--- src/rtl/phytp_defs.svh ---
`ifndef PHYTP_DEFS_SVH
`define PHYTP_DEFS_SVH

// clock periods in ns
`define PHYTP_SYS_PERIOD_NS 10
`define PHYTP_PCLK_PERIOD_NS 160

// pin to action path: two synchroniser stages plus one edge register
`define PHYTP_PIN_LAT_CYC 3
`define PHYTP_PIN_LAT_NS (`PHYTP_PIN_LAT_CYC * `PHYTP_SYS_PERIOD_NS)

// register byte offsets
`define PHYTP_OFS_SLEEP_EXIT 8'h00
`define PHYTP_OFS_RADIO_WARMUP 8'h04
`define PHYTP_OFS_OCTET_LEAD 8'h08
`define PHYTP_OFS_TX_START_LAT 8'h0c
`define PHYTP_OFS_RX_START_LAT 8'h10
`define PHYTP_OFS_SEND_LISTEN_GAP 8'h14
`define PHYTP_OFS_LISTEN_SEND_GAP 8'h18
`define PHYTP_OFS_SYNC_LAT 8'h1c
`define PHYTP_OFS_SEND_SETUP 8'h20
`define PHYTP_OFS_LISTEN_SETUP 8'h24
`define PHYTP_OFS_SEND_HOLD 8'h28
`define PHYTP_OFS_LISTEN_HOLD 8'h2c
`define PHYTP_OFS_DEVICE_ID 8'h30
`define PHYTP_OFS_RELEASE_LAT 8'h34
`define PHYTP_OFS_STATUS 8'h38
`define PHYTP_OFS_PREAMBLE_LEN 8'h3c

// reset value of the writable preamble length, in link clock cycles
`define PHYTP_PREAMBLE_LEN_RST 16'h0018

// axi responses
`define PHYTP_RESP_OKAY 2'h0
`define PHYTP_RESP_SLVERR 2'h2
`define PHYTP_RESP_DECERR 2'h3

// synchroniser lanes
`define PHYTP_LANE_TXEN 0
`define PHYTP_LANE_RXEN 1
`define PHYTP_LANE_PCLK 2
`define PHYTP_LANE_SYNC 3
`define PHYTP_LANE_FEND 4

// status bit positions
`define PHYTP_STAT_TX_RUN 0
`define PHYTP_STAT_RX_ACQ 1
`define PHYTP_STAT_ACTIVE 2
`define PHYTP_STAT_DATA_REQ 3

`endif

--- src/rtl/phytp_pkg.sv ---
package phytp_pkg;

	typedef logic [1:0] phytp_resp_type;

	typedef struct packed {
		logic [4:0] s1;
		logic [4:0] s2;
		logic [4:0] s3;
		logic [15:0] pcnt;
		logic tx_run;
		logic rx_acq;
		logic data_req;
		logic active;
		logic aw_have;
		logic w_have;
		logic [7:0] awaddr;
		logic [31:0] wdata;
		logic [3:0] wstrb;
		logic bvalid;
		phytp_resp_type bresp;
		logic rvalid;
		phytp_resp_type rresp;
		logic [31:0] rdata;
		logic [15:0] preamble_len;
	} phytp_state_type;

endpackage : phytp_pkg

--- src/rtl/phytp_param_set.sv ---
// The address map and the AXI4-Lite interface to the registers were left to the implementer.
`timescale 1ns/10ps
`include "phytp_defs.svh"

module phytp_param_set #(
	parameter logic [15:0] SLEEP_EXIT_HALF_US = 16'h0190,
	parameter logic [15:0] RADIO_WARMUP_HALF_US = 16'h0028,
	parameter logic [7:0] OCTET_LEAD_US = 8'h01,
	parameter logic [15:0] SEND_LISTEN_GAP_NS = 16'h0064,
	parameter logic [15:0] LISTEN_SEND_GAP_NS = 16'h0064,
	parameter logic [15:0] SEND_SETUP_CYC = 16'h0002,
	parameter logic [15:0] LISTEN_SETUP_CYC = 16'h0002,
	parameter logic [15:0] SEND_HOLD_CYC = 16'h0002,
	parameter logic [15:0] LISTEN_HOLD_CYC = 16'h0002,
	parameter logic [15:0] DEVICE_ID = 16'h5a01 // arbitrary value
) (
	input wire logic clk_sys_i, // system clock
	input wire logic rst_n_i, // synchronous reset
	input wire logic pclk_i, // link clock, sampled
	input wire logic tx_en_i, // transmit enable from controller
	input wire logic rx_en_i, // receive enable from controller
	input wire logic sync_end_i, // sync sequence end seen by radio
	input wire logic frame_end_i, // received frame end seen by radio
	output logic tx_wave_o, // preamble waveform running
	output logic rx_acq_o, // preamble acquisition running
	output logic data_req_o, // first octet request
	output logic activity_indicator_o, // frame activity
	input wire logic [7:0] s_axi_awaddr_i, // write address
	input wire logic s_axi_awvalid_i, // write address valid
	output logic s_axi_awready_o, // write address ready
	input wire logic [31:0] s_axi_wdata_i, // write data
	input wire logic [3:0] s_axi_wstrb_i, // write strobes
	input wire logic s_axi_wvalid_i, // write data valid
	output logic s_axi_wready_o, // write data ready
	output logic [1:0] s_axi_bresp_o, // write response
	output logic s_axi_bvalid_o, // write response valid
	input wire logic s_axi_bready_i, // write response ready
	input wire logic [7:0] s_axi_araddr_i, // read address
	input wire logic s_axi_arvalid_i, // read address valid
	output logic s_axi_arready_o, // read address ready
	output logic [31:0] s_axi_rdata_o, // read data
	output logic [1:0] s_axi_rresp_o, // read response
	output logic s_axi_rvalid_o, // read response valid
	input wire logic s_axi_rready_i // read response ready
);

	localparam logic [15:0] PIN_LAT_NS = 16'(`PHYTP_PIN_LAT_NS);
	// lead rounded down to whole link cycles: a request that comes a little late is
	// harmless, one that comes before the promised lead is not
	localparam int LEAD_PCLK_INT = (int'(OCTET_LEAD_US) * 1000) / `PHYTP_PCLK_PERIOD_NS;
	localparam logic [16:0] LEAD_PCLK = 17'(LEAD_PCLK_INT);

	phytp_pkg::phytp_state_type state_reg;
	phytp_pkg::phytp_state_type state_next;
	logic [4:0] rise;
	logic [4:0] fall;
	logic [3:0] status;

	// static parameter table plus status and preamble length
	function automatic logic [33:0] rd_lookup(input logic [7:0] a, input logic [3:0] st,
			input logic [15:0] plen);
		logic [7:0] w;
		w = {a[7:2], 2'b00};
		rd_lookup = {`PHYTP_RESP_OKAY, 32'h0000_0000};
		unique case (w)
			`PHYTP_OFS_SLEEP_EXIT: rd_lookup[15:0] = SLEEP_EXIT_HALF_US;
			`PHYTP_OFS_RADIO_WARMUP: rd_lookup[15:0] = RADIO_WARMUP_HALF_US;
			`PHYTP_OFS_OCTET_LEAD: rd_lookup[7:0] = OCTET_LEAD_US;
			`PHYTP_OFS_TX_START_LAT: rd_lookup[15:0] = PIN_LAT_NS;
			`PHYTP_OFS_RX_START_LAT: rd_lookup[15:0] = PIN_LAT_NS;
			`PHYTP_OFS_SEND_LISTEN_GAP: rd_lookup[15:0] = SEND_LISTEN_GAP_NS;
			`PHYTP_OFS_LISTEN_SEND_GAP: rd_lookup[15:0] = LISTEN_SEND_GAP_NS;
			`PHYTP_OFS_SYNC_LAT: rd_lookup[15:0] = PIN_LAT_NS;
			`PHYTP_OFS_SEND_SETUP: rd_lookup[15:0] = SEND_SETUP_CYC;
			`PHYTP_OFS_LISTEN_SETUP: rd_lookup[15:0] = LISTEN_SETUP_CYC;
			`PHYTP_OFS_SEND_HOLD: rd_lookup[15:0] = SEND_HOLD_CYC;
			`PHYTP_OFS_LISTEN_HOLD: rd_lookup[15:0] = LISTEN_HOLD_CYC;
			`PHYTP_OFS_DEVICE_ID: rd_lookup[15:0] = DEVICE_ID;
			`PHYTP_OFS_RELEASE_LAT: rd_lookup[15:0] = PIN_LAT_NS;
			`PHYTP_OFS_STATUS: rd_lookup[3:0] = st;
			`PHYTP_OFS_PREAMBLE_LEN: rd_lookup[15:0] = plen;
			default: rd_lookup[33:32] = `PHYTP_RESP_DECERR;
		endcase
	endfunction : rd_lookup

	// only the preamble length is writable; the static table refuses writes
	function automatic phytp_pkg::phytp_resp_type wr_resp(input logic [7:0] a);
		logic [7:0] w;
		w = {a[7:2], 2'b00};
		if (w == `PHYTP_OFS_PREAMBLE_LEN) begin
			wr_resp = `PHYTP_RESP_OKAY;
		end else if (w < `PHYTP_OFS_STATUS) begin
			wr_resp = `PHYTP_RESP_SLVERR;
		end else if (w == `PHYTP_OFS_STATUS) begin
			wr_resp = `PHYTP_RESP_SLVERR;
		end else begin
			wr_resp = `PHYTP_RESP_DECERR;
		end
	endfunction : wr_resp

	assign rise = state_reg.s2 & ~state_reg.s3;
	assign fall = ~state_reg.s2 & state_reg.s3;
	assign status = {state_reg.data_req, state_reg.active, state_reg.rx_acq, state_reg.tx_run};

	assign tx_wave_o = state_reg.tx_run;
	assign rx_acq_o = state_reg.rx_acq;
	assign data_req_o = state_reg.data_req;
	assign activity_indicator_o = state_reg.active;
	assign s_axi_awready_o = !state_reg.aw_have && !state_reg.bvalid;
	assign s_axi_wready_o = !state_reg.w_have && !state_reg.bvalid;
	assign s_axi_bvalid_o = state_reg.bvalid;
	assign s_axi_bresp_o = state_reg.bresp;
	assign s_axi_arready_o = !state_reg.rvalid;
	assign s_axi_rvalid_o = state_reg.rvalid;
	assign s_axi_rresp_o = state_reg.rresp;
	assign s_axi_rdata_o = state_reg.rdata;

	always_comb begin
		state_next = state_reg;
		state_next.s1 = {frame_end_i, sync_end_i, pclk_i, rx_en_i, tx_en_i};
		state_next.s2 = state_reg.s1;
		state_next.s3 = state_reg.s2;

		// transmit side: preamble counted in link clock edges
		if (rise[`PHYTP_LANE_TXEN]) begin
			state_next.tx_run = 1'b1;
			state_next.pcnt = 16'h0000;
			state_next.data_req = 1'b0;
			state_next.active = 1'b0;
		end else if (fall[`PHYTP_LANE_TXEN]) begin
			state_next.tx_run = 1'b0;
			state_next.pcnt = 16'h0000;
			state_next.data_req = 1'b0;
			state_next.active = 1'b0;
		end else if (state_reg.tx_run) begin
			if (rise[`PHYTP_LANE_PCLK] && state_reg.pcnt != 16'hffff) begin
				state_next.pcnt = state_reg.pcnt + 16'h0001;
			end
			if (({1'b0, state_reg.pcnt} + LEAD_PCLK) >= {1'b0, state_reg.preamble_len}) begin
				state_next.data_req = 1'b1;
			end
			if (state_reg.pcnt >= state_reg.preamble_len) begin
				state_next.active = 1'b1;
			end
		end

		// receive side
		if (rise[`PHYTP_LANE_RXEN]) begin
			state_next.rx_acq = 1'b1;
		end else if (fall[`PHYTP_LANE_RXEN]) begin
			state_next.rx_acq = 1'b0;
			state_next.active = 1'b0;
		end else if (state_reg.rx_acq) begin
			if (rise[`PHYTP_LANE_FEND]) begin
				state_next.active = 1'b0;
			end else if (rise[`PHYTP_LANE_SYNC]) begin
				state_next.active = 1'b1;
			end
		end

		// axi write: address and data in either order
		if (s_axi_awvalid_i && s_axi_awready_o) begin
			state_next.aw_have = 1'b1;
			state_next.awaddr = s_axi_awaddr_i;
		end
		if (s_axi_wvalid_i && s_axi_wready_o) begin
			state_next.w_have = 1'b1;
			state_next.wdata = s_axi_wdata_i;
			state_next.wstrb = s_axi_wstrb_i;
		end
		if (state_reg.aw_have && state_reg.w_have) begin
			state_next.aw_have = 1'b0;
			state_next.w_have = 1'b0;
			state_next.bvalid = 1'b1;
			state_next.bresp = wr_resp(state_reg.awaddr);
			if (wr_resp(state_reg.awaddr) == `PHYTP_RESP_OKAY) begin
				if (state_reg.wstrb[0]) begin
					state_next.preamble_len[7:0] = state_reg.wdata[7:0];
				end
				if (state_reg.wstrb[1]) begin
					state_next.preamble_len[15:8] = state_reg.wdata[15:8];
				end
			end
		end else if (state_reg.bvalid && s_axi_bready_i) begin
			state_next.bvalid = 1'b0;
		end

		// axi read: answer one cycle after the address is taken
		if (s_axi_arvalid_i && s_axi_arready_o) begin
			state_next.rvalid = 1'b1;
			{state_next.rresp, state_next.rdata} =
				rd_lookup(s_axi_araddr_i, status, state_reg.preamble_len);
		end else if (state_reg.rvalid && s_axi_rready_i) begin
			state_next.rvalid = 1'b0;
		end
	end

	always_ff @(posedge clk_sys_i) begin
		if (!rst_n_i) begin
			state_reg <= '0;
			state_reg.preamble_len <= `PHYTP_PREAMBLE_LEN_RST;
		end else begin
			state_reg <= state_next;
		end
	end
endmodule : phytp_param_set

--- config.mk ---
export PLATFORM = sky130hd
export DESIGN_NAME = phytp_param_set
export DESIGN_NICKNAME = d
export VERILOG_FILES = /design/src/rtl/phytp_pkg.sv /design/src/rtl/phytp_param_set.sv
export VERILOG_INCLUDE_DIRS = /design/src /design/src/rtl
export SDC_FILE = /design/constraint.sdc
export NUM_CORES = 1
export LEC_CHECK = 0
export BUFFER_PORTS_ARGS = -buffer_cell sky130_fd_sc_hd__buf_2
export CORE_MARGIN = 2
export CORE_UTILIZATION = 26
export CTS_CLUSTER_DIAMETER = 40
export DETAILED_ROUTE_END_ITERATION = 16
export PLACE_DENSITY_LB_ADDON = 0.08
export SKIP_LAST_GASP = 1
export SLEW_MARGIN = 0
export SYNTH_ARGS = -nofsm -noshare
export SYNTH_HDL_FRONTEND = slang
export SYNTH_SLANG_ARGS = --single-unit
--- constraint.sdc ---
create_clock -name clk_sys_i -period 7 [get_ports clk_sys_i]
set_input_delay 0.7 -clock clk_sys_i [delete_from_list [all_inputs] [get_ports clk_sys_i]]
set_output_delay 0.7 -clock clk_sys_i [all_outputs]
set_load 0.05 [all_outputs]
==> impl_metrics.json <==
{
  "outcome": "completed",
  "placedInstanceArea_sq_um": 5700,
  "holdBufCountCts": 0,
  "path_delay_family": "compound AO/OA/AOI/OAI gates",
  "grt_use_total_pct": 12.1,
  "hp-class": "register to register",
  "clock-sinks": 98,
  "largest_reg_flops": 63,
  "critPathLaunch": "state_reg[107]$_SDFFE_PP0P_",
  "cp_num_buf_inv": 0,
  "start_util_pct": 26.5,
  "crit_cells": 10,
  "diodes": 0,
  "ys.flop_type": "dfxtp_1",
  "yosysSeqAreaShare_pct": 36.6,
  "numCtsBuffers": 9,
  "use_met2_pct": 20.5,
  "grt_max_degree": 84,
  "vias_per_cell": 4.51,
  "dr.pass1.iters": 4,
  "syn2layout_area_growth_pct": 11.6,
  "antenna_found_initial": 2,
  "grt_util_met1_pct": 15.6,
  "post_cts_buffers": 0,
  "final_max_slew_viol_count": 0,
  "crit_fanout": 10,
  "fin_area_sq_um": 5980,
  "gp_congestion": 0.796,
  "pwr_density_cell_nw_per_um2": 200,
  "grt_pass1_wl_mm": 21.2,
  "die_area_sq_um": 21800,
  "setup_viol": 0,
  "syn_inst": 635,
  "rrSetupSlack_ns": 4.07,
  "slowest_stage": "dfxtp_1",
  "worstReg2RegEnd": "data_req_o$_SDFFE_PP0P_",
  "synth_top_family_by_area": "simple AND/OR/NAND/NOR gates",
  "worstSetupPathType": "register to register",
  "synthAdderAreaFrac_pct": 8.88,
  "async_reset_ff_share_pct": 0,
  "synth_edf_count": 0,
  "clock_latency_ns": 0.35,
  "grt_pass1_vias": 4136,
  "maxCapViolations": 0,
  "max_stage_delay_ns": 0.55,
  "drive_above_1_share_pct": 14.9,
  "fin_ws_ns": 4.07,
  "post-route-util_pct": 29.5,
  "ys_types": 62,
  "p_leak_nw": 2.41,
  "worst_clock_skew_ns": 0.00572,
  "clockRootBuffer": "clkbuf_16",
  "worstPathArrival_ns": 3.15,
  "clkTransAtPathRegs_ns": 0.07,
  "syn_avg_cell_area_sq_um": 8.44,
  "ys_warn_count": 0,
  "ir_drop_v": 0.0000973,
  "timing.rr.start": "state_reg[107]$_SDFFE_PP0P_",
  "io_buffer_count": 70,
  "cp_common_cell": "nor2_1",
  "nets": 764,
  "reg2reg_depth": 10,
  "cts_buffer_depth": 2,
  "vias": 4219,
  "h-tree-depth": 3,
  "start_kind": "register",
  "synth-compound-area-share_pct": 15.0,
  "finalCritPeriodShare_pct": 41.8,
  "synth_simple_gate_area_share_pct": 23.9,
  "worstMarginPinSlew_ns": 0.802,
  "cts_tree": "built",
  "end_kind": "register",
  "first_iter_violations": 229,
  "routed_wl_mm": 13.1,
  "std_cell_rows": 52,
  "worstPathCellList": "o21ai_0 > nor2_1 > nand2_1 > nor2_1 > xor2_1 > ha_1 > a21o_1 > a2111oi_0 > or3_1 > o311ai_0",
  "core_area_sq_um": 20200,
  "crit_end": "data_req_o$_SDFFE_PP0P_",
  "final.setup.tns_ns": 0,
  "grt-busiest-layer": "met2",
  "holdWs_ns": 0.433,
  "synthMuxAreaShare_pct": 1.49,
  "hpwlAfterDp_mm": 9.71,
  "max_freq_ghz": 0.342,
  "dieHeight_um": 148,
  "grt_use_met3_pct": 2.22,
  "ant_nets": 0,
  "drc_errors": 0,
  "synth-xor-area-share_pct": 4.25,
  "wl_per_cell_um": 13.9,
  "overflow": 0,
  "ios": 109,
  "critPathRequiredTime_ns": 7.22,
  "finalHoldViolCount": 0,
  "min_period_ns": 2.93,
  "grt_setup_unrepaired": "no",
  "cts_resized": 0,
  "synth_area_sq_um": 5360,
  "dp_slack_ns": 3.90,
  "dieWidth_um": 148,
  "max-slew-margin-rel_pct": 46.4,
  "synth-seq-cells": 98
}
-- final cells by class --
type,count,area [sq um]
Timing Repair Buffer,72,365
Clock buffer,10,239
Inverter,28,105
Clock inverter,5,38.8
Multi-Input combinational cell,453,2930
Fill cell,2185,14300
Sequential cell,98,1960
Tap cell,270,338
-- cell usage after synthesis, types with 11 or more instances --
library cell / number / area, sq um
a21boi_0: 38 / 285
a21oi_1: 25 / 125
and2_1: 20 / 125
buf_4: 36 / 270
clkbuf_1: 27 / 101
dfxtp_1: 98 / 1960
ha_1: 38 / 475
inv_1: 28 / 105
nand2_1: 88 / 330
nand3_1: 35 / 175
nor2_1: 31 / 116
nor2b_1: 14 / 87.6
o21ai_0: 20 / 100
xnor2_1: 11 / 96.3
xor2_1: 15 / 131
-- kinds of logic (layout without fill, tap and decap cells) --
logic type | after synthesis | in the layout
adder cells (fa/ha/maj) | 38 | 38
XOR/XNOR | 26 | 26
other | 1 | 16
AND/OR/NAND/NOR | 246 | 246
multiplexers | 8 | 8
AO/OA/AOI/OAI | 119 | 119
flip-flops | 98 | 98
buffers and inverters | 99 | 115
-- where the power goes --
group	internal, W	switching [W]	total, W
sequential	0.000576	0.0000135	0.000590
clock	0.000252	0.000227	0.000478
combinational	0.0000369	0.0000923	0.000129
total	0.000865	0.000333	0.00120
-- how the worst min path moves through the flow --
stage	startpoint	endpoint	slack, ns	cells after the start
finish	state_next[129]$_SDFF_PN0_	state_next[124]$_SDFF_PN0_	0.43	1
global route	state_next[127]$_SDFF_PN0_	state_next[122]$_SDFF_PN0_	0.44	1
CTS	state_next[129]$_SDFF_PN0_	state_next[124]$_SDFF_PN0_	0.44	1
detailed placement	state_next[129]$_SDFF_PN0_	state_next[124]$_SDFF_PN0_	0.42	1
global placement	state_next[129]$_SDFF_PN0_	state_next[124]$_SDFF_PN0_	0.42	1
floorplan	state_next[125]$_SDFF_PN0_	state_next[120]$_SDFF_PN0_	0.41	1
-- per-stage QoR --
stage	power (W)	std cells
5_1_grt	0.00125	936
3_5_place_dp	0.000733	921
6_report	0.00120	936
4_1_cts	0.00122	936
2_1_floorplan	0.000711	650
3_3_place_gp	0.000731	921
-- worst reg2reg max path, delay by kind of cell (launching register included) --
family                     cells  cell delay, ns
and+or+nand+nor                4            0.80
AOI/OAI and AO/OA              4            1.04
adders and majority gates      1            0.26
DFF                            1            0.55
xor gates and xnor gates       1            0.16
-- layer usage --
layer | routed length (um) | vias to the layer above
met3 | 379 | 12
met2 | 6120 | 61
met4 | 182 | 2
li1 | - | 2187
met5 | 13 | -
met1 | 6360 | 1957
-- cell usage in the layout (no fill, tap or decap), types with 15 or more instances in the layout --
cell | synthesis | routed
dfxtp_1 | 98 | 98
nand2_1 | 88 | 88
buf_2 | 6 | 70
a21boi_0 | 38 | 38
ha_1 | 38 | 38
nand3_1 | 35 | 35
nor2_1 | 31 | 31
inv_1 | 28 | 28
a21oi_1 | 25 | 25
o21ai_0 | 20 | 20
and2_1 | 20 | 20
conb_1 | 1 | 16
xor2_1 | 15 | 15
Note: power is estimated with default switching activity, not from simulation.
